<file path="src/shared/cmr_pkg.sv">
// constants for bus-controller message result and queue logic
package cmr_pkg;
    // ======================================================
    // host register map
    localparam logic [7:0] QPTR_OFS = 8'h1f;
    localparam logic [15:0] QPTR_RESET = 16'h0000;
    // ======================================================
    // message block word offsets
    localparam logic [15:0] WRD_BSW = 16'h0005;
    localparam logic [15:0] WRD_ECHO = 16'h0006;
    localparam logic [15:0] WRD_STAT = 16'h0007;
    localparam logic [15:0] WRD_STAT2 = 16'h0009;
    // ======================================================
    // block status word bit positions
    localparam int BSW_EOM = 15;
    localparam int BSW_SOM = 14;
    localparam int BSW_BUS_B = 13;
    localparam int BSW_ERR = 12;
    localparam int BSW_STSET = 11;
    localparam int BSW_FMT = 10;
    localparam int BSW_TMO = 9;
    localparam int BSW_LOOP = 8;
    localparam int BSW_UNMSK = 7;
    localparam int BSW_RTRY2 = 6;
    localparam int BSW_RTRY1 = 5;
    localparam int BSW_GOOD = 4;
    // ======================================================
    // returned terminal status bits and control word masks
    localparam int ST_ME = 10;
    localparam int ST_INSTR = 9;
    localparam int ST_SR = 8;
    localparam int ST_BROADCAST_RECEIVED_BIT = 4;
    localparam int ST_BUSY = 3;
    localparam int ST_SSF = 2;
    localparam int ST_DBCA = 1;
    localparam int ST_TF = 0;
    localparam int CW_SR = 13;
    localparam int CW_BUSY = 12;
    localparam int CW_SSF = 11;
    localparam int CW_TF = 10;
    localparam int CW_RSV = 9;
    localparam int CW_BROADCAST_RECEIVED_BIT = 5;
    // ======================================================
    // queue entry sources
    typedef enum logic [1:0] {
        CMR_Q_TTAG = 2'b00,
        CMR_Q_BSW = 2'b01,
        CMR_Q_IMM = 2'b10,
        CMR_Q_IND = 2'b11
    } cmr_qkind_e;
    localparam logic [5:0] QLOW_LAST = 6'h3f;
    // ======================================================
    // timing
    localparam int CLOCK_NS = 25;
    localparam int US_NS = 1000;
    localparam int DEFAULT_GAP_US = 10;
    localparam int US_CYCLES = (US_NS + CLOCK_NS - 1) / CLOCK_NS;
    localparam int GAP_CYCLES = (DEFAULT_GAP_US * US_NS) / CLOCK_NS;
endpackage

</file>
<file path="src/shared/cmr_gap_if.sv">
// carrier between result sequencer and message gap timer
`timescale 1ns/1ps
interface cmr_gap_if;
    logic msg_start;
    logic msg_end;
    logic [15:0] gap_us;
    logic gap_done;
    modport seq (output msg_start, output msg_end, output gap_us,
                 input gap_done);
    modport tmr (input msg_start, input msg_end, input gap_us,
                 output gap_done);
endinterface

</file>
<file path="src/cmr_gap_timer.sv">
// time-to-next-message gap timer
`timescale 1ns/1ps
module cmr_gap_timer
    import cmr_pkg::*;
(
    input wire logic i_clock, // core clock
    input wire logic i_reset, // sync reset, high
    cmr_gap_if.tmr gap // start/end in, done out
);
    typedef enum logic [1:0] {
        G_IDLE = 2'b00,
        G_RUN = 2'b01,
        G_PROG = 2'b10,
        G_DFLT = 2'b11
    } cmr_gstate_e;
    localparam int DFLT_LAST = GAP_CYCLES - 1;
    localparam int USC_LAST = US_CYCLES - 1;

    cmr_gstate_e state;
    logic [5:0] sub;
    logic [15:0] elapsed;
    logic [15:0] target;
    logic [8:0] dflt;
    logic done;

    // ======================================================
    // microsecond tick, elapsed time saturates rather than wraps
    wire us_tick = (sub == USC_LAST[5:0]);
    wire prog_met = (elapsed >= target);
    // compare against the value taken at message start, not the live pin
    wire longer = (target > elapsed);
    assign gap.gap_done = done;

    // elapsed time counted from the start of the message
    always_ff @(posedge i_clock) begin
        if (i_reset || gap.msg_start || us_tick) begin
            sub <= 6'h00;
        end else begin
            sub <= sub + 6'h01;
        end
        if (i_reset || gap.msg_start) begin
            elapsed <= 16'h0000;
        end else if (us_tick && elapsed != 16'hffff) begin
            elapsed <= elapsed + 16'h0001;
        end
    end

    // short or zero programmed gap falls back to the default
    always_ff @(posedge i_clock) begin
        done <= 1'b0;
        if (i_reset) begin
            state <= G_IDLE;
            target <= 16'h0000;
            dflt <= 9'h000;
        end else if (gap.msg_start) begin
            state <= G_RUN;
            target <= gap.gap_us;
        end else begin
            case (state)
                G_RUN: begin
                    if (gap.msg_end && longer) begin
                        state <= G_PROG;
                    end else if (gap.msg_end) begin
                        state <= G_DFLT;
                        dflt <= 9'h000;
                    end
                end
                G_PROG: begin
                    if (prog_met) begin
                        done <= 1'b1;
                        state <= G_IDLE;
                    end
                end
                G_DFLT: begin
                    dflt <= dflt + 9'h001;
                    if (dflt == DFLT_LAST[8:0]) begin
                        done <= 1'b1;
                        state <= G_IDLE;
                    end
                end
                default: state <= G_IDLE;
            endcase
        end
    end
endmodule // cmr_gap_timer

</file>
<file path="src/cmr_result_queue.sv">
// bus-controller message result writer and general purpose queue
`timescale 1ns/1ps
// What this block does
// - set start-of-message bit when message begins
// - set end-of-message bit once message completes
// - bus bit: zero bus A, one bus B
// - error bit with cause bits on failure
// - busy line or bad command order: bare error
// - status set for any non-broadcast status bit
// - broadcast bit compared or masked per mode
// - format error bit on response violations
// - timeout bit for late or missing response
// - loop back bit on echo mismatch
// - unmasked status bit from control word masks
// - retry bits: six two retries, five one
// - good data bit for good transmit types
// - address, count, sync, word cause bits
// - last echo stored in word six
// - first returned status stored in word seven
// - second status stored in word nine
// - blocks eight word aligned, padding unused
// - host loads pointer, queue is 64 words
// - push advances only low six pointer bits
// - low bits wrapping raise queue wrap flag
// - four push sources: tag, status, value, indirect
// - next message after programmed time
// - short gap uses ten microsecond default
// - major frame auto repeat or host start
module cmr_result_queue
    import cmr_pkg::*;
(
    input wire logic i_clock, // core clock, 40 MHz
    input wire logic i_reset, // sync reset, high
    input wire logic [7:0] i_reg_addr, // register index
    input wire logic i_reg_write, // register write strobe
    input wire logic [15:0] i_reg_wdata, // register write data
    output logic [15:0] o_reg_rdata, // register read data
    input wire logic i_msg_start, // message execution begins
    input wire logic [15:0] i_msg_block, // message block pointer
    input wire logic i_msg_bus_b, // message on bus B
    input wire logic i_msg_terminal_to_terminal_transfer, // terminal_to_terminal_transfer
    input wire logic [15:0] i_ctrl_word, // message control word
    input wire logic i_broadcast_received_bit_mask_mode, // broadcast bit mask mode
    input wire logic [15:0] i_gap_us, // time to next message
    input wire logic i_msg_end, // message finished, results valid
    input wire logic i_res_line_busy, // other controller on line
    input wire logic i_res_order_err, // bad transfer command order
    input wire logic i_res_fmt, // response format violation
    input wire logic i_res_timeout, // response late or missing
    input wire logic i_res_loop_fail, // echo mismatch
    input wire logic [3:0] i_res_cause, // addr, count, sync, word
    input wire logic [1:0] i_res_retries, // retries performed
    input wire logic i_res_good_type, // type that returns data
    input wire logic i_res_status_valid, // status word returned
    input wire logic [15:0] i_res_status, // first returned status
    input wire logic [15:0] i_res_status2, // receiver status
    input wire logic [15:0] i_res_echo, // last transmitted echo
    input wire logic [15:0] i_time_tag, // current time tag
    output logic o_msg_complete, // block status written, pulse
    output logic o_next_msg_go, // gap elapsed, pulse
    input wire logic i_q_push, // queue push request
    input wire logic [1:0] i_q_kind, // push source
    input wire logic [15:0] i_q_param, // value or indirect address
    output logic o_q_busy, // push pending or in progress
    output logic o_q_wrap, // low pointer wrapped, pulse
    input wire logic i_frame_auto, // major frame repeats itself
    input wire logic i_frame_end, // major frame finished
    input wire logic i_frame_start, // host starts major frame
    output logic o_frame_restart, // begin major frame, pulse
    output logic o_mem_wr, // shared memory write
    output logic o_mem_rd, // shared memory read
    output logic [15:0] o_mem_addr, // shared memory address
    output logic [15:0] o_mem_wdata, // shared memory write data
    input wire logic [15:0] i_mem_rdata, // read data
    input wire logic i_mem_rvalid // read data valid
);
    typedef enum logic [2:0] {
        S_IDLE = 3'b000,
        S_STAT = 3'b001,
        S_STAT2 = 3'b010,
        S_BSW = 3'b011,
        S_DONE = 3'b100,
        S_QWAIT = 3'b101,
        S_QADV = 3'b110
    } cmr_state_e;

    cmr_state_e state;
    cmr_gap_if gap_if ();
    logic start_p, end_p, q_p;
    logic [15:0] blk, bsw, echo, stat, stat2, qptr, q_param;
    logic bus_b, terminal_to_terminal_transfer, stat_ok;
    logic [1:0] q_kind;

    // ======================================================
    // returned status evaluation
    wire [15:0] st = i_res_status;
    wire [15:0] cw = i_ctrl_word;
    wire st_any = (|st[ST_ME:ST_BROADCAST_RECEIVED_BIT+1]) | (|st[ST_BUSY:ST_TF]);
    wire broadcast_received_bit_mis = i_broadcast_received_bit_mask_mode ? (st[ST_BROADCAST_RECEIVED_BIT] & ~cw[CW_BROADCAST_RECEIVED_BIT])
                                     : (st[ST_BROADCAST_RECEIVED_BIT] != cw[CW_BROADCAST_RECEIVED_BIT]);
    wire st_set = i_res_status_valid & (st_any | broadcast_received_bit_mis);
    // instruction, error and acceptance bits have no mask
    wire st_unm_raw = (st[ST_SR] & ~cw[CW_SR])
        | (st[ST_BUSY] & ~cw[CW_BUSY]) | (st[ST_SSF] & ~cw[CW_SSF])
        | (st[ST_TF] & ~cw[CW_TF])
        | ((|st[ST_SR-1:ST_BROADCAST_RECEIVED_BIT+1]) & ~cw[CW_RSV])
        | st[ST_ME] | st[ST_INSTR] | st[ST_DBCA]
        | (i_broadcast_received_bit_mask_mode & st[ST_BROADCAST_RECEIVED_BIT] & ~cw[CW_BROADCAST_RECEIVED_BIT]);
    wire st_unm = i_res_status_valid & st_unm_raw;
    // loop back failure is kept out of the good data decision
    wire err_nl = i_res_fmt | i_res_timeout | (|i_res_cause)
                | i_res_line_busy | i_res_order_err;
    wire err = err_nl | i_res_loop_fail;
    wire good = i_res_good_type & ~err_nl;
    wire rtry2 = (i_res_retries == 2'd2);
    wire rtry1 = (i_res_retries == 2'd1);
    wire [15:0] next_bsw = {1'b1, 1'b1, bus_b, err, st_set, i_res_fmt,
        i_res_timeout, i_res_loop_fail, st_unm, rtry2, rtry1, good,
        i_res_cause};

    // ======================================================
    // queue entry source selection and pointer advance
    wire [15:0] q_entry = (q_kind == CMR_Q_TTAG) ? i_time_tag
                        : (q_kind == CMR_Q_BSW) ? bsw : q_param;
    wire q_wrap_now = (qptr[5:0] == QLOW_LAST);
    wire [15:0] qptr_inc = {qptr[15:6], qptr[5:0] + 6'h01};
    wire reg_hit = (i_reg_addr == QPTR_OFS);
    assign o_q_busy = q_p | (state == S_QWAIT) | (state == S_QADV);

    // ======================================================
    // gap timer hookup
    assign gap_if.msg_start = i_msg_start;
    assign gap_if.msg_end = i_msg_end;
    assign gap_if.gap_us = i_gap_us;
    cmr_gap_timer u_gap (
        .i_clock(i_clock),
        .i_reset(i_reset),
        .gap(gap_if.tmr)
    );

    // request capture; a new request wins over the clear that serves
    // an older one
    always_ff @(posedge i_clock) begin
        if (i_reset) begin
            start_p <= 1'b0;
            end_p <= 1'b0;
            q_p <= 1'b0;
        end else begin
            start_p <= i_msg_start | (start_p & ~(state == S_IDLE));
            end_p <= i_msg_end | (end_p & ~(state == S_IDLE && !start_p));
            q_p <= i_q_push | (q_p & ~(state == S_IDLE && !start_p
                                        && !end_p));
        end
    end

    // message and result capture
    always_ff @(posedge i_clock) begin
        if (i_reset) begin
            blk <= 16'h0000;
            bus_b <= 1'b0;
            terminal_to_terminal_transfer <= 1'b0;
            bsw <= 16'h0000;
            echo <= 16'h0000;
            stat <= 16'h0000;
            stat2 <= 16'h0000;
            stat_ok <= 1'b0;
            q_kind <= 2'b00;
            q_param <= 16'h0000;
        end else begin
            if (i_msg_start) begin
                blk <= {i_msg_block[15:3], 3'b000};
                bus_b <= i_msg_bus_b;
                terminal_to_terminal_transfer <= i_msg_terminal_to_terminal_transfer;
            end
            if (i_msg_end) begin
                bsw <= next_bsw;
                echo <= i_res_echo;
                stat <= i_res_status;
                stat2 <= i_res_status2;
                stat_ok <= i_res_status_valid;
            end
            if (i_q_push) begin
                q_kind <= i_q_kind;
                q_param <= i_q_param;
            end
        end
    end

    // ======================================================
    // memory sequencer: start word, then echo, status, block status
    always_ff @(posedge i_clock) begin
        o_mem_wr <= 1'b0;
        o_mem_rd <= 1'b0;
        o_msg_complete <= 1'b0;
        if (i_reset) begin
            state <= S_IDLE;
            o_mem_addr <= 16'h0000;
            o_mem_wdata <= 16'h0000;
        end else begin
            case (state)
                S_IDLE: begin
                    if (start_p) begin
                        o_mem_wr <= 1'b1;
                        o_mem_addr <= blk | WRD_BSW;
                        o_mem_wdata <= {1'b0, 1'b1, bus_b, 13'h0000};
                    end else if (end_p) begin
                        o_mem_wr <= 1'b1;
                        o_mem_addr <= blk | WRD_ECHO;
                        o_mem_wdata <= echo;
                        state <= S_STAT;
                    end else if (q_p && q_kind == CMR_Q_IND) begin
                        o_mem_rd <= 1'b1;
                        o_mem_addr <= q_param;
                        state <= S_QWAIT;
                    end else if (q_p) begin
                        o_mem_wr <= 1'b1;
                        o_mem_addr <= qptr;
                        o_mem_wdata <= q_entry;
                        state <= S_QADV;
                    end
                end
                S_STAT: begin
                    o_mem_wr <= stat_ok;
                    o_mem_addr <= blk | WRD_STAT;
                    o_mem_wdata <= stat;
                    state <= terminal_to_terminal_transfer ? S_STAT2 : S_BSW;
                end
                S_STAT2: begin
                    o_mem_wr <= 1'b1;
                    o_mem_addr <= blk | WRD_STAT2;
                    o_mem_wdata <= stat2;
                    state <= S_BSW;
                end
                S_BSW: begin
                    o_mem_wr <= 1'b1;
                    o_mem_addr <= blk | WRD_BSW;
                    o_mem_wdata <= bsw;
                    state <= S_DONE;
                end
                S_DONE: begin
                    o_msg_complete <= 1'b1;
                    state <= S_IDLE;
                end
                S_QWAIT: begin
                    if (i_mem_rvalid) begin
                        o_mem_wr <= 1'b1;
                        o_mem_addr <= qptr;
                        o_mem_wdata <= i_mem_rdata;
                        state <= S_QADV;
                    end
                end
                S_QADV: state <= S_IDLE;
                default: state <= S_IDLE;
            endcase
        end
    end

    // queue pointer; a host load beats an advance in the same cycle
    always_ff @(posedge i_clock) begin
        o_q_wrap <= 1'b0;
        if (i_reset) begin
            qptr <= QPTR_RESET;
        end else if (i_reg_write && reg_hit) begin
            qptr <= i_reg_wdata;
        end else if (state == S_QADV) begin
            qptr <= qptr_inc;
            o_q_wrap <= q_wrap_now;
        end
    end

    // register read back and frame control
    always_ff @(posedge i_clock) begin
        if (i_reset) begin
            o_reg_rdata <= 16'h0000;
            o_next_msg_go <= 1'b0;
            o_frame_restart <= 1'b0;
        end else begin
            o_reg_rdata <= reg_hit ? qptr : 16'h0000;
            o_next_msg_go <= gap_if.gap_done;
            o_frame_restart <= i_frame_start
                             | (i_frame_end & i_frame_auto);
        end
    end

    wire final_wr = o_mem_wr && o_mem_wdata[BSW_EOM]
                 && o_mem_addr[2:0] == WRD_BSW[2:0];
endmodule // cmr_result_queue
</file>
<file path="config.mk">
export PLATFORM = sky130hd
export DESIGN_NAME = cmr_result_queue
export DESIGN_NICKNAME = d
export VERILOG_FILES = /design/src/shared/cmr_pkg.sv /design/src/shared/cmr_gap_if.sv /design/src/cmr_gap_timer.sv /design/src/cmr_result_queue.sv
export SDC_FILE = /design/constraint.sdc
export NUM_CORES = 1
export LEC_CHECK = 0
export ABC_AREA = 0
export BUFFER_PORTS_ARGS = -buffer_cell sky130_fd_sc_hd__buf_2
export CAP_MARGIN = 10
export CORE_MARGIN = 2
export CORE_UTILIZATION = 58
export DETAILED_ROUTE_END_ITERATION = 6
export GPL_TIMING_DRIVEN = 1
export PLACE_DENSITY_LB_ADDON = 0.25
export REMOVE_ABC_BUFFERS = 1
export SYNTH_ARGS = -nofsm -noshare
export SYNTH_HDL_FRONTEND = slang
export SYNTH_SLANG_ARGS = --single-unit
</file>
<file path="constraint.sdc">
create_clock -name i_clock -period 5.15 [get_ports i_clock]
set_input_delay 0.2575 -clock i_clock [delete_from_list [all_inputs] [get_ports i_clock]]
set_output_delay 0.2575 -clock i_clock [all_outputs]
set_load 0.05 [all_outputs]
</file>
== Yosys cells after proc, flatten, opt, wreduce, memory -nomap -nowiden ==
Index checks and enable logic that the tools add are counted.
Cells by class
  add/subtract/negate cells: 4
  magnitude comparators: 2
  equality and inequality tests: 33
  multiplexer cells: 44
  bitwise operators: 49
  reduce and logical (&&, ||, !) cells: 30
Operators with widths (count)
  2-to-1 mux 16 bit: 13
  case mux 16 bit (5 select lines): 2
  bitwise OR 1 bit: 21
  2-to-1 mux 9 bit: 2
  case mux 9 bit (2 select lines): 1
  adder 16 x 1 -> 16 bit (second input constant): 1
  >= comparator 16 bit: 1
  greater-than comparator 16 bit: 1
  inequality test 16 bit (second input constant): 1
  AND 1 bit: 15
  2-to-1 mux 3 bit: 5
  case mux 3 bit (5 select lines): 1
  inverter 1 bit: 13
  adder 6 x 1 -> 6 bit (second input constant): 2
  equality test 6 bit (second input constant): 2
  2-to-1 mux 1 bit: 12
  AND reduction 3 bit: 4
  OR reduction 4 bit: 3
  adder 9 x 1 -> 9 bit (second input constant): 1
  equality test 3 bit (second input constant): 3
  equality test 9 bit (second input constant): 1
  inequality test 3 x 2 -> 1 bit (second input constant): 3
  equality test 2 bit (second input constant): 4
  equality test 8 x 5 -> 1 bit (second input constant): 1
  other kinds (25): 49
Word-level totals
  bits in registers: 223
  output and inout port bits: 55
  word-level logic and storage cells: 194

== Longest topological paths before layout ==
  depth after elaboration: 11
  depth in mapped cells: 9

== Hierarchy ==
Synthesis repeated with hierarchy kept, for this count alone.
Unflattened totals
  cells, all modules: 1175
  area, all modules: 10511.3 um^2
By module, submodules not included
  cmr_result_queue: times used 1, cells an instance 875, area an instance 7902.6 um^2, seq. area each 3463.3 um^2
  cmr_gap_timer: times used 1, cells an instance 300, area an instance 2608.8 um^2, seq. area each 1001.0 um^2

== Least setup slack after synthesis ==
Ideal clock, no wire load.
  path kind: flip-flop to flip-flop
  start: reg u_gap.target[15]
  end: reg u_gap.dflt[2]
  library setup time: 0.091 ns
  data arrival time: 1.762 ns
  required time: 5.059 ns
  slack: 3.297 ns
  stages on the path, launching flop included: 9
  clock period less this slack: 1.853 ns
  cells stage by stage: dfxtp_1 -> inv_1 -> ha_1 -> nand4_1 -> nor3_1 -> nor4_1 -> nor3b_2 -> a21oi_4 -> a311oi_1
On the way
  longest elaborated chain between the ends: 4
Ends and longest elaborated chain
  start, declared: RTL line cmr_gap_timer.sv:22  | logic [15:0] target;
  start signal, assigned: RTL line cmr_gap_timer.sv:57  | target <= gap.gap_us;
  greater-than comparator 16 bit: RTL line cmr_gap_timer.sv:31  | wire longer = (target > elapsed);
  logical AND 1 bit: RTL line cmr_gap_timer.sv:61  | if (gap.msg_end && longer) begin
  inequality test 2 bit (no source line)
  AND reduction 4 bit (no source line)
  end signal, assigned: RTL line cmr_gap_timer.sv:75  | dflt <= dflt + 9'h001;
  end, declared: RTL line cmr_gap_timer.sv:23  | logic [8:0] dflt;
No other way between the ends.
A chain may end at the register's enable or synchronous reset.

== Worst setup path in the final report ==
  start: reg state[1]
  end: out o_q_busy
On the way
  longest elaborated chain between the ends: 3
  elaborated cells on any way between the ends: 4
  classes of those cells: eq/ne (2); bitwise (2)
Ends and longest elaborated chain
  start, declared: RTL line cmr_result_queue.sv:87  | cmr_state_e state;
  start signal, assigned: RTL line cmr_result_queue.sv:226  | state <= terminal_to_terminal_transfer ? S_STAT2 : S_BSW;
  equality test 3 bit: RTL line cmr_result_queue.sv:128  | assign o_q_busy = q_p | (state == S_QWAIT) | (state == S_QADV);
  bitwise OR 1 bit: RTL line cmr_result_queue.sv:128
  bitwise OR 1 bit (*): RTL line cmr_result_queue.sv:128
  end, declared: RTL line cmr_result_queue.sv:64  | output logic o_q_busy,
Mark *: on every way between the ends. The rest lies on a longest branch, timed or not.

==> results by group <==
STA
  • Slew Viols, Final: 0
  • Unrepaired setup endpoints after global routing: no
  • FMAX: 310 MHz
  • Slew HR: 20.6%
  • Finish-stage setup viols: 0
  • Final hold vios: 0
  • Fin Setup TNS: 0 ns
  • Clock Skew: 0.0141 ns
  • Hold_ws: 0.00493 ns
  • Fin crit period: 3.23 ns
  • Worst-Margin Slew: roughly 1.2 ns
  • Final period util: a little over three fifths

Route
  • Total Wirelength: about 30000 µm
  • DR iter-0 viols: 543
  • Wire per inst: about 17 µm
  • DRC violations left: 0
  • DRT antenna net count: 0
  • Via Count: 9578
  • Post-DR vias/cell: 5.63
  • Drt pass-1 iters: 5

Pwr
  • Pleak: 5.88 nW
  • Switching Share: 32.1%
  • Switch Pwr: 1.56 mW
  • Clock share of power: 35.6%
  • Power Internal: between 3 and 4 mW
  • Register share of total power: 40.1%
  • P per Cell Area: roughly 370 mW/mm²
  • VDD IR-drop max: 0.000295 V
  • Logic pwr share: between 20% and 30%

Synth
  • Mean Syn Cell Area: 8.86 µm²
  • Register bit count reported by yosys: 223
  • Fraction of registers with async set/reset: 0%
  • Post-synth top flop: dfxtp_1
  • Post-synth EDFFs: 0
  • Post-Synthesis Cells: 1180
  • Mapped Area: 0.0105 mm²
  • Leading area contributor after synthesis: dfxtp_1
  • Synth warn: 0
  • Post-synthesis cell type count: 57
  • Ranking of synthesized cells by area: dfxtp_1 (43%), mux2i_1 (16%), nor2_1 (8.7%), ha_1 (2.5%), nand2_1 (2.4%)
  • Seq/Total Area, Yosys: 42.7%
  • Share of the synthesized area in the top cell type: between 40% and 50%

Worst setup path
  • CP max FO: 22
  • Cell Chain, Critical Path: nor2b_2, o21ai_0, nand2b_1, buf_2
  • CP Class: register to output port
  • Crit path largest cell delay: 0.98 ns
  • CP required: 4.89 ns
  • CP top delay family: simple AND/OR/NAND/NOR gates
  • Slowest cell on crit path: nor2b_2
  • Critical Path End Type: output port
  • Worst Path Buf+Inv: 1
  • Arr. time, crit path: 2.97 ns
  • Critical path launch point type: register

Clock network
  • Number of H-tree levels: 1
  • Clock root cell: clkbuf_16
  • Clock Latency Late Sink: ~0.52 ns
  • CTS max path bufs: 3
  • Clock-pin slew on the worst setup and hold paths: 0.06 ns
  • TritonCTS buffer count: 24
  • TritonCTS clock tree: done
  • Postcts setup bufs: 0
  • Clk sink count: 223
  • CTS resizes: 0

Floorplan
  • I/O pin cnt: around 250
  • Core area: 0.0178 mm²
  • Row Count: 49
  • DIE AREA: 0.0191 mm²
  • DIE WIDTH: 138 µm
  • Die H: between 100 and 150 µm
  • Initial core utilization: a little under 60%

Place
  • IO Port Bufs: 237
  • GP Congestion: between 0.9 and 1
  • Detailed placer's ending HPWL: 19000 µm

Final layout
  • Commonest cells after routing, fill and taps aside: nor2_1 (243), buf_2 (235), dfxtp_1 (223)
  • Layout area overhead: 26.8%
  • Most common cell after layout, fill and taps aside: nor2_1
  • # fillers: roughly 1300
  • Final core utilization: 74.3%
  • Layout cell share with drive strength beyond 1: a little over a fifth
  • Final #Nets: around 1700

Global routing
  • Pin count of the biggest net entering global routing: 121
  • Wire length of the first global-routing pass: 46400 µm
  • Initial antenna violation count: 3
  • Grt total ovfl: 0
  • All-layer global routing usage: around 29%
  • Vias in the first global route: between 9000 and 10000

Run
  • Max-cap violations: 0

Hold path
  • Class of the worst hold path: input port to register

Status
  • Status: finished, final reports clean
-- worst register-to-register path, stage by stage (launching register included) --
cell and delay [ns]:
dfxtp_1 0.88, nor2b_1 0.94, or2_1 0.68, nor2_1 0.15
a21oi_1 0.17, nand2_1 0.07, a21oi_1 0.17
-- cell families after synthesis --
group / count (synthesis) / share of synthesized area (%)
simple gates: 435 / 18.3
mux: 170 / 16.3
compound gates: 194 / 13.5
fa+ha+maj: 21 / 2.51
flops: 223 / 42.7
buf+inv: 116 / 4.82
xor+xnor: 21 / 1.76
-- what timing repair did --
| item | CTS | global route |
|---|---|---|
| endpoints found under the setup margin | 0 | 0 |
| hold buffers | 80 | 0 |
| endpoints found under the hold margin | 79 | 0 |
-- cell type report --
type                    instances  area, µm²  area share, %
clock buffers                  36        747           5.64
flip-flops and latches        223       4460           33.7
clock inverters                 6       57.6          0.434
multi-input cells             841       5490           41.4
repair buffers                328       2080           15.7
inverters                      33        124          0.934
well taps                     229        287           2.16
diodes                          4       10.0         0.0755
-- state kept, by name, indices dropped and copies added, names as in the netlist, 15 cells and up --
register and flops:
qptr 16, echo 16, stat 16, o_mem_addr 16, q_param 16, o_mem_wdata 16
stat2 16, u_gap.elapsed 16, u_gap.target 16, bsw 15, o_reg_rdata 16
-- cell usage after synthesis (3+ instances only) --
| cell type | count |
|---|---|
| ha_1 | 21 |
| buf_1 | 9 |
| nor2_1 | 243 |
| nand2b_1 | 7 |
| mux2i_1 | 165 |
| inv_1 | 33 |
| clkbuf_1 | 37 |
| o22ai_1 | 16 |
| a211oi_1 | 24 |
| mux2_2 | 5 |
| a311oi_1 | 7 |
| nand3_1 | 27 |
| o21ai_0 | 39 |
| and2_1 | 21 |
| and3_1 | 7 |
| a22o_1 | 10 |
| or3_1 | 3 |
| nand4_1 | 11 |
| nor4_1 | 5 |
| a221o_1 | 13 |
| o221ai_1 | 4 |
| xor2_1 | 14 |
| xnor2_1 | 7 |
| buf_2 | 31 |
| a31oi_1 | 5 |
| o221ai_2 | 10 |
| buf_4 | 4 |
| a22oi_1 | 16 |
| dfxtp_1 | 223 |
| nor2b_1 | 8 |
| a21oi_1 | 33 |
| nor3_1 | 22 |
| nand2_1 | 66 |
-- metrics by stage --
step	std cells	instance area [µm²]	power [mW]	setup slack, ns
after detailed placement	1574	11600	3.11	2.09
after floorplan	1097	10100	2.72	2.65
after CTS	1696	13200	4.88	1.93
final	1700	13300	4.87	1.92
after global placement	1574	11600	3.08	2.13
after global routing	1698	13300	5.05	1.73
-- power groups by stage --
| stage | registers, mW | logic, mW | clock network, mW |
|---|---|---|---|
| final | 1.96 | 1.18 | 1.74 |
| after floorplan | 2.23 | 0.486 | 0 |
| after global routing | 1.97 | 1.26 | 1.82 |
| after detailed placement | 1.99 | 1.12 | 0 |
| after global placement | 1.99 | 1.10 | 0 |
| after CTS | 1.95 | 1.17 | 1.75 |
-- layer usage --
metal	part of all wire [%]	routed length, µm	GRT usage (%)	vias to the layer above
li1	-	-	-	4676
met5	0	0	0	-
met1	42	12300	36.7	4478
met3	5.8	1710	4.02	75
met4	3.5	1050	11.8	0
met2	49	14600	51.5	349
-- final timing paths --
| kind | from | to | slack, ns | cells past startpoint |
|---|---|---|---|---|
| worst max register to register | state[1]$_SDFFE_PP0P_ | o_mem_wdata[14]$_SDFFE_PP0P_ | 2.02 | 6 |
| worst min register to register | u_gap.sub[0]$_SDFF_PP0_ | u_gap.sub[0]$_SDFF_PP0_ | 0.44 | 1 |
| worst min-delay path | i_res_echo[8] | echo[8]$_SDFFE_PP0P_ | 0.005 | 3 |
| worst max-delay path | state[1]$_SDFFE_PP0P_ | o_q_busy | 1.92 | 4 |
Power figures use the tool's default switching activity.
